[src/tmon_pkg.sv]
// Shared constants and types of the three-channel temperature monitor.
// Assumes a single 100 MHz clock domain and an external serial front end.
package tmon_pkg;
  localparam int CLK_PERIOD_NS = 10;
  localparam int TIMEOUT_MS = 25;
  localparam int TIMEOUT_MAX_MS = 32;
  localparam int TIMEOUT_CYC_DFLT = TIMEOUT_MS * 1000000 / CLK_PERIOD_NS;
  localparam int TO_W = 22;

  localparam logic [1:0] CH_LOCAL = 2'h0;
  localparam logic [1:0] CH_R1 = 2'h1;
  localparam logic [1:0] CH_R2 = 2'h2;

  localparam logic [3:0] AVG_LAST = 4'hf;
  localparam int AVG_SHIFT = 4;

  // Register pointer values
  localparam logic [7:0] PTR_RST = 8'h00;
  localparam logic [7:0] ADDR_LOCAL = 8'h00;
  localparam logic [7:0] ADDR_REM_HI = 8'h01;
  localparam logic [7:0] ADDR_REM_LO = 8'h10;
  localparam logic [7:0] ADDR_R2_HI = 8'h30;
  localparam logic [7:0] ADDR_R2_LO = 8'h33;
  localparam logic [7:0] ADDR_CFG_RD = 8'h03;
  localparam logic [7:0] ADDR_CFG_WR = 8'h09;
  localparam logic [7:0] ADDR_STAT_A = 8'h02;
  localparam logic [7:0] ADDR_STAT_B = 8'h24;
  localparam logic [7:0] ADDR_RATE = 8'h04;
  localparam logic [7:0] ADDR_TOCTL = 8'h50;
  localparam logic [3:0] LIM_BANK = 4'h4;
  localparam logic [1:0] LIM_HIGH = 2'h0;
  localparam logic [1:0] LIM_LOW = 2'h1;
  localparam logic [1:0] LIM_THERMAL_TRIP_N = 2'h2;
  localparam logic [7:0] LIM_HIGH_RST = 8'h55;
  localparam logic [7:0] LIM_LOW_RST = 8'h00;
  localparam logic [7:0] LIM_THERMAL_TRIP_N_RST = 8'h55;

  // Configuration bits
  localparam int CFG_EXT = 2;
  localparam int CFG_R2SEL = 3;
  localparam int CFG_ALT = 5;
  localparam int CFG_STBY = 6;
  localparam int CFG_MASK = 7;
  localparam logic [7:0] CFG_RST = 8'h00;
  localparam int TOCTL_EN = 0;
  localparam logic [3:0] RATE_RST = 4'h4;
  localparam logic [3:0] RATE_NOAVG = 4'h8;

  // Per-channel flag positions
  localparam int FL_HIGH = 0;
  localparam int FL_LOW = 1;
  localparam int FL_THERMAL_TRIP_N = 2;
  localparam int FL_OPEN = 3;

  // Result scaling, quarter degrees
  localparam logic signed [15:0] EXT_OFFSET = 16'sh0100;
  localparam logic signed [15:0] BIN_MAX = 16'sh01ff;
  localparam logic signed [15:0] EXT_MAX = 16'sh03ff;
  localparam logic [5:0] LO_PAD = 6'h00;

  typedef enum logic [2:0] {
    SQ_IDLE = 3'h1,
    SQ_CONV = 3'h2,
    SQ_WAIT = 3'h4
  } tmon_seq_t;
endpackage : tmon_pkg

[src/tmon_smp_if.sv]
// Sample path between the sequencer and the averaging/format filter.
// Assumes both ends run on the same clock and clock enable.
interface tmon_smp_if;
  logic sampleValid;
  logic signed [11:0] sample;
  logic avgEn;
  logic extRange;
  logic stepDone;
  logic resultValid;
  logic [7:0] resultHi;
  logic [7:0] resultLo;
  modport src (output sampleValid, sample, avgEn, extRange, input stepDone, resultValid, resultHi, resultLo);
  modport flt (input sampleValid, sample, avgEn, extRange, output stepDone, resultValid, resultHi, resultLo);
endinterface : tmon_smp_if

[src/tmon_filter.sv]
// Averaging and result formatting for one sample stream.
// Assumes samples are signed quarter degrees and arrive one per request.
module tmon_filter
(
  input wire logic sys_clk,
  input wire logic rst_n,
  input wire logic clkEn,
  tmon_smp_if.flt smp
);
  import tmon_pkg::*;

  typedef struct packed {
    logic signed [15:0] acc;
    logic [3:0] cnt;
    logic stepDone;
    logic resultValid;
    logic [7:0] hi;
    logic [7:0] lo;
  } tmon_flt_state_t;

  tmon_flt_state_t st_r;
  tmon_flt_state_t st_nxt;
  logic signed [15:0] sext;
  logic signed [15:0] sum;
  logic signed [15:0] scaled;
  logic signed [15:0] maxVal;

  always_comb
  begin
    st_nxt = st_r;
    sext = {{4{smp.sample[11]}}, smp.sample};
    sum = st_r.acc + sext;
    maxVal = smp.extRange ? EXT_MAX : BIN_MAX;
    scaled = (smp.avgEn ? (sum >>> AVG_SHIFT) : sext) + (smp.extRange ? EXT_OFFSET : 16'sh0000);
    st_nxt.stepDone = 1'b0;
    st_nxt.resultValid = 1'b0;
    if (!rst_n)
    begin
      st_nxt = '0;
    end
    else if (smp.sampleValid)
    begin
      st_nxt.stepDone = 1'b1;
      if (!smp.avgEn || st_r.cnt == AVG_LAST)
      begin
        if (scaled < 16'sh0000)
        begin
          scaled = 16'sh0000;
        end
        else if (scaled > maxVal)
        begin
          scaled = maxVal;
        end
        st_nxt.hi = scaled[9:2];
        st_nxt.lo = {scaled[1:0], LO_PAD};
        st_nxt.resultValid = 1'b1;
        st_nxt.acc = '0;
        st_nxt.cnt = '0;
      end
      else
      begin
        st_nxt.acc = sum;
        st_nxt.cnt = st_r.cnt + 4'h1;
      end
    end
  end

  always_ff @(posedge sys_clk)
  begin
    if (!rst_n || clkEn)
    begin
      st_r <= st_nxt;
    end
  end

  assign smp.stepDone = st_r.stepDone;
  assign smp.resultValid = st_r.resultValid;
  assign smp.resultHi = st_r.hi;
  assign smp.resultLo = st_r.lo;
endmodule : tmon_filter

[src/tmon_monitor.sv]
// Sequencer, register file and alarm logic of the temperature monitor.
// Assumes an external serial front end giving pointer/data strobes and an ADC front end.
// Functional notes
// - Converter runs continuously, each measurement starting right after the previous one.
// - Channels step local, remote 1, remote 2; each result stored per channel.
// - Each result compared with high, low, thermal limits; outcomes set status flags.
// - Alarm pin low on high or low violation or open remote diode.
// - Thermal-trip pin low whenever a result exceeds its thermal limit.
// - Configuration bit turns alarm pin into a second thermal-trip output.
// - Host writes limits and configuration; every register reads back.
// - At low rates each result is the average of sixteen measurements.
// - At 16, 32, 64 conversions per second no averaging is done.
// - Optional bus timeout abandons a stalled transfer after 25 ms, at most 32.
// - Bus timeout is off after reset until the host enables it.
// - Control bit switches between free-running conversion and standby.
// - Configuration bit selects measurement scale for results and comparisons.
// - Mask bit keeps the alarm output from asserting, except when it serves as second thermal-trip output.
// - Rate setting selects conversion rate and thereby averaging.
// - Extended scale reports high bytes in offset binary, plus 64.
// - Reading a remote low byte freezes its high byte until that is read.
// - Register pointer resets to zero, so first read returns local temperature.
module tmon_monitor
#(
  parameter int TIMEOUT_CYCLES = tmon_pkg::TIMEOUT_CYC_DFLT
)
(
  input wire logic sys_clk,
  input wire logic rst_n,
  input wire logic clkEn,
  input wire logic serialClkPin,
  output logic busTimeout,
  input wire logic ptrWr,
  input wire logic dataWr,
  input wire logic dataRd,
  input wire logic [7:0] hostData,
  output logic [7:0] rdData,
  output logic convReq,
  output logic [1:0] convChan,
  input wire logic adcValid,
  input wire logic signed [11:0] adcSample,
  input wire logic adcOpen,
  output logic thermalTripNOut,
  output logic thermalTripNOe,
  output logic secondThermalTripNOut,
  output logic secondThermalTripNOe
);
  import tmon_pkg::*;

  localparam logic [TO_W-1:0] TO_LIMIT = TO_W'(TIMEOUT_CYCLES);

  typedef struct packed {
    tmon_seq_t state;
    logic [1:0] chan;
    logic openPend;
    logic [7:0] ptr;
    logic [7:0] cfg;
    logic [3:0] rate;
    logic toEn;
    logic [2:0][2:0][7:0] lim;
    logic [2:0][7:0] tempHi;
    logic [2:0][7:0] tempLo;
    logic [2:0][7:0] shadowHi;
    logic [2:0] lock;
    logic [2:0][3:0] flags;
    logic alertDrv;
    logic thermDrv;
    logic [7:0] rdData;
    logic [2:0] sclSync;
    logic sclLvl;
    logic [TO_W-1:0] toCnt;
    logic busTimeout;
  } tmon_state_t;

  tmon_state_t st_r;
  tmon_state_t st_nxt;
  tmon_smp_if smp ();
  logic [2:0] cmpHi;
  logic [2:0] cmpLo;
  logic [2:0] cmpTh;
  logic [1:0] remSel;
  logic [1:0] rdCh;
  logic isHi;
  logic isLo;
  logic [1:0] limCh;
  logic [1:0] limKind;
  logic limHit;
  logic [7:0] rdVal;
  logic anyTh;
  logic alertCond;
  logic storeEv;

  tmon_filter u_filter
  (
    .sys_clk(sys_clk),
    .rst_n(rst_n),
    .clkEn(clkEn),
    .smp(smp)
  );

  assign smp.sampleValid = (st_r.state == SQ_CONV) && adcValid;
  assign smp.sample = adcSample;
  assign smp.avgEn = st_r.rate < RATE_NOAVG;
  assign smp.extRange = st_r.cfg[CFG_EXT];
  assign storeEv = clkEn && st_r.state == SQ_WAIT && smp.stepDone && smp.resultValid;

  // Limit comparison of the fresh result against each channel's limits
  for (genvar c = 0; c < 3; c++)
  begin : g_cmp
    assign cmpHi[c] = smp.resultHi > st_r.lim[c][LIM_HIGH];
    assign cmpLo[c] = smp.resultHi < st_r.lim[c][LIM_LOW];
    assign cmpTh[c] = smp.resultHi > st_r.lim[c][LIM_THERMAL_TRIP_N];
  end

  always_comb
  begin
    st_nxt = st_r;
    remSel = st_r.cfg[CFG_R2SEL] ? CH_R2 : CH_R1;
    isHi = st_r.ptr == ADDR_REM_HI || st_r.ptr == ADDR_R2_HI;
    isLo = st_r.ptr == ADDR_REM_LO || st_r.ptr == ADDR_R2_LO;
    rdCh = (st_r.ptr == ADDR_R2_HI || st_r.ptr == ADDR_R2_LO) ? CH_R2 : remSel;
    limCh = st_r.ptr[3:2];
    limKind = st_r.ptr[1:0];
    limHit = st_r.ptr[7:4] == LIM_BANK && limCh <= CH_R2 && limKind <= LIM_THERMAL_TRIP_N;
    anyTh = 1'b0;
    alertCond = 1'b0;
    rdVal = 8'h00;
    // Read data selection
    if (st_r.ptr == ADDR_LOCAL)
      rdVal = st_r.tempHi[CH_LOCAL];
    else if (isHi)
      rdVal = st_r.lock[rdCh] ? st_r.shadowHi[rdCh] : st_r.tempHi[rdCh];
    else if (isLo)
      rdVal = st_r.tempLo[rdCh];
    else if (st_r.ptr == ADDR_STAT_A)
      rdVal = {st_r.flags[2][FL_HIGH], st_r.flags[2][FL_LOW], st_r.flags[1][FL_HIGH], st_r.flags[1][FL_LOW],
               st_r.flags[0][FL_HIGH], st_r.flags[0][FL_LOW], st_r.flags[2][FL_OPEN], st_r.flags[1][FL_OPEN]};
    else if (st_r.ptr == ADDR_STAT_B)
      rdVal = {5'h00, st_r.flags[2][FL_THERMAL_TRIP_N], st_r.flags[1][FL_THERMAL_TRIP_N], st_r.flags[0][FL_THERMAL_TRIP_N]};
    else if (st_r.ptr == ADDR_CFG_RD)
      rdVal = st_r.cfg;
    else if (st_r.ptr == ADDR_RATE)
      rdVal = {4'h0, st_r.rate};
    else if (st_r.ptr == ADDR_TOCTL)
      rdVal = {7'h00, st_r.toEn};
    else if (limHit)
      rdVal = st_r.lim[limCh][limKind];
    if (!rst_n)
    begin
      st_nxt = '0;
      st_nxt.state = SQ_IDLE;
      st_nxt.ptr = PTR_RST;
      st_nxt.cfg = CFG_RST;
      st_nxt.rate = RATE_RST;
      st_nxt.toEn = 1'b0;
      st_nxt.sclSync = 3'h7;
      st_nxt.sclLvl = 1'b1;
      for (int i = 0; i < 3; i++)
      begin
        st_nxt.lim[i][LIM_HIGH] = LIM_HIGH_RST;
        st_nxt.lim[i][LIM_LOW] = LIM_LOW_RST;
        st_nxt.lim[i][LIM_THERMAL_TRIP_N] = LIM_THERMAL_TRIP_N_RST;
      end
    end
    else
    begin
      // Host access stays live in every sequencer state
      if (ptrWr)
      begin
        st_nxt.ptr = hostData;
      end
      else if (dataWr)
      begin
        if (st_r.ptr == ADDR_CFG_WR)
          st_nxt.cfg = hostData;
        else if (st_r.ptr == ADDR_RATE)
          st_nxt.rate = hostData[3:0];
        else if (st_r.ptr == ADDR_TOCTL)
          st_nxt.toEn = hostData[TOCTL_EN];
        else if (limHit)
          st_nxt.lim[limCh][limKind] = hostData;
      end
      if (dataRd)
      begin
        st_nxt.rdData = rdVal;
        if (isLo)
        begin
          st_nxt.lock[rdCh] = 1'b1;
          st_nxt.shadowHi[rdCh] = st_r.tempHi[rdCh];
        end
        if (isHi)
          st_nxt.lock[rdCh] = 1'b0;
      end
      // Conversion sequencer
      case (st_r.state)
        SQ_IDLE:
        begin
          if (!st_r.cfg[CFG_STBY])
            st_nxt.state = SQ_CONV;
        end
        SQ_CONV:
        begin
          if (adcValid)
          begin
            st_nxt.openPend = st_r.openPend | (adcOpen && st_r.chan != CH_LOCAL);
            st_nxt.state = SQ_WAIT;
          end
        end
        SQ_WAIT:
        begin
          if (smp.stepDone)
          begin
            if (smp.resultValid)
            begin
              st_nxt.tempHi[st_r.chan] = smp.resultHi;
              st_nxt.tempLo[st_r.chan] = (st_r.chan == CH_LOCAL) ? 8'h00 : smp.resultLo;
              st_nxt.flags[st_r.chan] = {st_r.openPend, cmpTh[st_r.chan], cmpLo[st_r.chan], cmpHi[st_r.chan]};
              st_nxt.openPend = 1'b0;
              st_nxt.chan = (st_r.chan == CH_R2) ? CH_LOCAL : st_r.chan + 2'h1;
              st_nxt.state = st_r.cfg[CFG_STBY] ? SQ_IDLE : SQ_CONV;
            end
            else
            begin
              st_nxt.state = SQ_CONV;
            end
          end
        end
        default:
        begin
          st_nxt.state = SQ_IDLE;
        end
      endcase
      // Alarm pins follow the flags and the current configuration
      for (int i = 0; i < 3; i++)
      begin
        anyTh = anyTh | st_nxt.flags[i][FL_THERMAL_TRIP_N];
        alertCond = alertCond | st_nxt.flags[i][FL_HIGH] | st_nxt.flags[i][FL_LOW] | st_nxt.flags[i][FL_OPEN];
      end
      st_nxt.thermDrv = anyTh;
      st_nxt.alertDrv = st_nxt.cfg[CFG_ALT] ? anyTh : (alertCond && !st_nxt.cfg[CFG_MASK]);
      // Serial clock low-time watchdog
      st_nxt.sclSync = {st_r.sclSync[1:0], serialClkPin};
      if (st_r.sclSync[2] == st_r.sclSync[1])
        st_nxt.sclLvl = st_r.sclSync[2];
      st_nxt.busTimeout = 1'b0;
      if (!st_r.toEn || st_r.sclLvl)
      begin
        st_nxt.toCnt = '0;
      end
      else if (st_r.toCnt != TO_LIMIT)
      begin
        st_nxt.toCnt = st_r.toCnt + TO_W'(1);
        st_nxt.busTimeout = st_r.toCnt == TO_LIMIT - TO_W'(1);
      end
    end
  end

  always_ff @(posedge sys_clk)
  begin
    if (!rst_n || clkEn)
    begin
      st_r <= st_nxt;
    end
  end

  assign busTimeout = st_r.busTimeout;
  assign rdData = st_r.rdData;
  assign convReq = st_r.state == SQ_CONV;
  assign convChan = st_r.chan;
  assign thermalTripNOut = 1'b0;
  assign thermalTripNOe = st_r.thermDrv;
  assign secondThermalTripNOut = 1'b0;
  assign secondThermalTripNOe = st_r.alertDrv;
endmodule : tmon_monitor

[config.mk]
export PLATFORM = sky130hd
export DESIGN_NAME = tmon_monitor
export DESIGN_NICKNAME = d
export VERILOG_FILES = /design/src/tmon_pkg.sv /design/src/tmon_smp_if.sv /design/src/tmon_filter.sv /design/src/tmon_monitor.sv
export SDC_FILE = /design/constraint.sdc
export NUM_CORES = 1
export LEC_CHECK = 0
export BUFFER_PORTS_ARGS = -buffer_cell sky130_fd_sc_hd__buf_2
export CAP_MARGIN = 20
export CORE_MARGIN = 2
export CORE_UTILIZATION = 50
export DETAILED_ROUTE_END_ITERATION = 16
export PLACE_DENSITY_LB_ADDON = 0.12
export SLEW_MARGIN = 20
export SYNTH_ARGS = -nofsm -noshare
export SYNTH_HDL_FRONTEND = slang
export SYNTH_SLANG_ARGS = --single-unit
[constraint.sdc]
create_clock -name sys_clk -period 11.67 [get_ports sys_clk]
set_input_delay 2.9175 -clock sys_clk [delete_from_list [all_inputs] [get_ports sys_clk]]
set_output_delay 2.9175 -clock sys_clk [all_outputs]
set_load 0.01 [all_outputs]
==> results.sh <==
export IMPL_powerDensity_nw_per_um2=135
export IMPL_drv_slew=0
export IMPL_die_area_um2=30800
export IMPL_period_needed_ns=6.78
export IMPL_die_w_um=176
export IMPL_synth_largest_area_cell="edfxtp_1"
export IMPL_num_nets_final=1634
export IMPL_worstSetupStartpointType="primary input"
export IMPL_p_switching_uw=609
export IMPL_antenna_cells=0
export IMPL_nFillCells=2599
export IMPL_clk_pin_slew_worst_paths_ns=0.06
export IMPL_p_sw_share_pct=28.0
export IMPL_ant_nets=0
export IMPL_layout_common_cells="238 x edfxtp_1, 178 x nor2_1, 164 x nand2_1"
export IMPL_dpl_hpwl_um=27600
export IMPL_irDropWorstVdd_mv=0.102
export IMPL_synth_simple_gate_area_share_pct=16.6
export IMPL_num_rows=62
export IMPL_post_cts_setup_buffers=0
export IMPL_power_total_mw=2.18
export IMPL_ys_seq_elements=238
export IMPL_viasPerCell=5.96
export IMPL_rsz0062_at_grt="no"
export IMPL_cp_required_ns=11.95
export IMPL_leakagePower_nw=6.40
export IMPL_vias=11400
export IMPL_p_seq_share_pct=48.0
export IMPL_first_pass_iters=6
export IMPL_min_period_over_period_pct=58.1
export IMPL_synth_xor_area_share_pct=2.14
export IMPL_wire_per_inst_um=21.2
export IMPL_synthTopCellsByArea="edfxtp_1 49%, ha_1 8.0%, a21oi_1 5.0%, nor2_1 4.5%, mux2i_1 4.4%"
export IMPL_cts_hold_buf=0
export IMPL_drc=0
export IMPL_cp_arrival_ns=7.06
export IMPL_synth_top_family_by_area="simple AND/OR/NAND/NOR gates"
export IMPL_outcome="completed"
export IMPL_yosysSeqAreaShare_pct=48.6
export IMPL_cts_resized=0
export IMPL_gp_congestion=0.886
export IMPL_ys_warn_count=0
export IMPL_clkSinkCount=238
export IMPL_ys_flop_type="edfxtp_1"
export IMPL_synthToLayoutAreaGrowth_pct=9.29
export IMPL_finClkSkew_ns=0.0373
export IMPL_synth_compound_area_share_pct=15.1
export IMPL_grt_pass1_vias=11100
export IMPL_synthesis_area_um2=14700
export IMPL_hold_class="reg2reg"
export IMPL_setup_tns_ns=0
export IMPL_layout_drive_gt1_share_pct=8.44
export IMPL_cp_max_fo=10
export IMPL_tritoncts="built"
export IMPL_fp_dieH_um=176
export IMPL_reg2reg_setup_slack_ns=7.00
export IMPL_avgSynthCellArea_um2=9.78
export IMPL_cts_htree_levels=1
export IMPL_cts_buffers=28
export IMPL_synth_edf_count=238
export IMPL_p_clk_share_pct=37.8
export IMPL_cap_violations=0
export IMPL_grt_pass1_wl_um=63500
export IMPL_numPortBuffers=42
export IMPL_synthCells=1505
export IMPL_muxShareOfSynthArea_pct=4.58
export IMPL_pre_cts_ws_ns=4.39
export IMPL_clock_fmax_ghz=0.148
export IMPL_timing_final_ws_setup_ns=4.89
export IMPL_synth_top_area_share_pct=48.6
export IMPL_synthAdderAreaFrac_pct=8.13
export IMPL_first_iter_violations=1171
export IMPL_clk_path_buf_depth=3
export IMPL_path_class="in2reg"
export IMPL_setup_viol=0
export IMPL_start_util_pct=51.0
export IMPL_intPower_mw=1.57
export IMPL_core_um2=28900
export IMPL_cts_root_buf="clkbuf_16"
export IMPL_grt_max_degree=74
export IMPL_hold_viol=0
export IMPL_worst_pin_slew_ns=1.10
export IMPL_clock_latency_ns=0.58
export IMPL_grt_overflow=0
export IMPL_antenna_found_initial=0
export IMPL_relSlewSlack_pct=25.6
export IMPL_synthArstFlopShare_pct=0
export IMPL_grtUsageTotal_pct=26.2
export IMPL_cp_end_kind="flip-flop"
export IMPL_p_comb_share_pct=14.1
export IMPL_final_common_cell="edfxtp_1"
export IMPL_synth_cell_type_count=70
export IMPL_pin_count=45
export IMPL_routed_wl_um=40500
==> critical path: stages <==
cell,delay (ns)
buf_2,0.11
ha_1,0.23
fa_1,0.45
a211oi_2,0.26
o21ai_1,0.14
a31o_2,0.26
o21a_1,0.18
nor2_1,0.11
xor2_1,0.19
o21ai_0,0.11
ha_1,0.24
ha_1,0.33
ha_1,0.30
nand3_1,0.08
nor4_1,0.19
o221ai_1,0.14
nor4bb_1,0.35
o2bb2a_4,0.24
mux2i_1,0.20
nor2_1,0.06
==> power by group through the flow <==
stage / clock (mW) / combinational, mW / sequential, mW
after CTS: 0.832 / 0.305 / 1.04
after floorplan: 0 / 0.224 / 1.04
after global routing: 0.861 / 0.342 / 1.05
after global placement: 0 / 0.298 / 1.06
final: 0.822 / 0.308 / 1.05
after detailed placement: 0 / 0.303 / 1.06
==> registers in the layout, summed over array words and instances, names as in the netlist <==
| name | flops |
|---|---|
| limCh | 2 |
| u_filter.smp.stepDone | 1 |
| rdData | 8 |
| u_filter.smp.resultHi | 8 |
| u_filter.st_r | 20 |
| busTimeout | 1 |
| st_r | 188 |
| convChan | 2 |
| secondThermalTripNOe | 1 |
| limKind | 2 |
| u_filter.smp.resultValid | 1 |
| u_filter.smp.resultLo | 2 |
| smp.extRange | 1 |
| thermalTripNOe | 1 |
==> cell usage after synthesis (16+ instances only) <==
library cell  instances
xnor2_1              16
nand2b_1             21
ha_1                 94
and2_1               30
a22oi_1              16
a21oi_1             146
clkbuf_1             64
nand3_1              43
nor3_1               16
xor2_1               20
mux2i_1              65
inv_1                83
nor2b_1              19
nor2_1              178
nand4_1              16
o21ai_0              66
a21o_1               25
nand2_1             166
edfxtp_1            238
==> cell type report <==
cell class / count / area [um2] / share of cell area [%]
Clock inverter: 20 / 141 / 0.879
Tap cell: 384 / 480 / 2.99
Clock buffer: 29 / 704 / 4.38
Multi-Input combinational cell: 1092 / 6890 / 42.8
Sequential cell: 238 / 7150 / 44.4
Inverter: 83 / 312 / 1.94
Timing Repair Buffer: 67 / 408 / 2.54
==> cells by family after synthesis <==
family | after synthesis
compound gates | 358
xor+xnor | 36
fa+ha+maj | 95
buf+inv | 176
flops | 238
mux | 67
other cells | 1
simple gates | 534
==> per-layer routing <==
layer / wire length (um) / share of wire (%) / GRT usage [%] / vias to the layer above
met4: 987 / 2.4 / 7.23 / 0
met5: 0 / 0 / 0 / -
met2: 19000 / 47 / 43.3 / 366
met1: 18200 / 45 / 36.8 / 5510
li1: - / - / - / 5459
met3: 2290 / 5.6 / 3.01 / 74
==> stage by stage <==
step	utilization, %	hold slack, ns	cell area [um2]	cells
2_1_floorplan	-	0.477	14700	1506
3_3_place_gp	52.7	0.488	15200	1862
3_5_place_dp	52.7	0.493	15200	1862
4_1_cts	55.6	0.512	16100	1911
5_1_grt	55.7	0.535	16100	1913
6_report	55.7	0.512	16100	1913
==> final timing paths <==
kind,startpoint,endpoint,depth (start not counted)
worst max register to register,u_filter.st_r[22]$_SDFFCE_PN0P_,u_filter.smp.resultHi[7]$_SDFFCE_PN0P_,19
worst min register to register,st_r[24]$_SDFFCE_PN1N_,st_r[25]$_SDFFCE_PN1N_,1
worst max-delay path,adcSample[0],u_filter.smp.resultHi[7]$_SDFFCE_PN0P_,20
worst min-delay path,st_r[24]$_SDFFCE_PN1N_,st_r[25]$_SDFFCE_PN1N_,1
No activity file was read; power rests on OpenSTA's default activity.
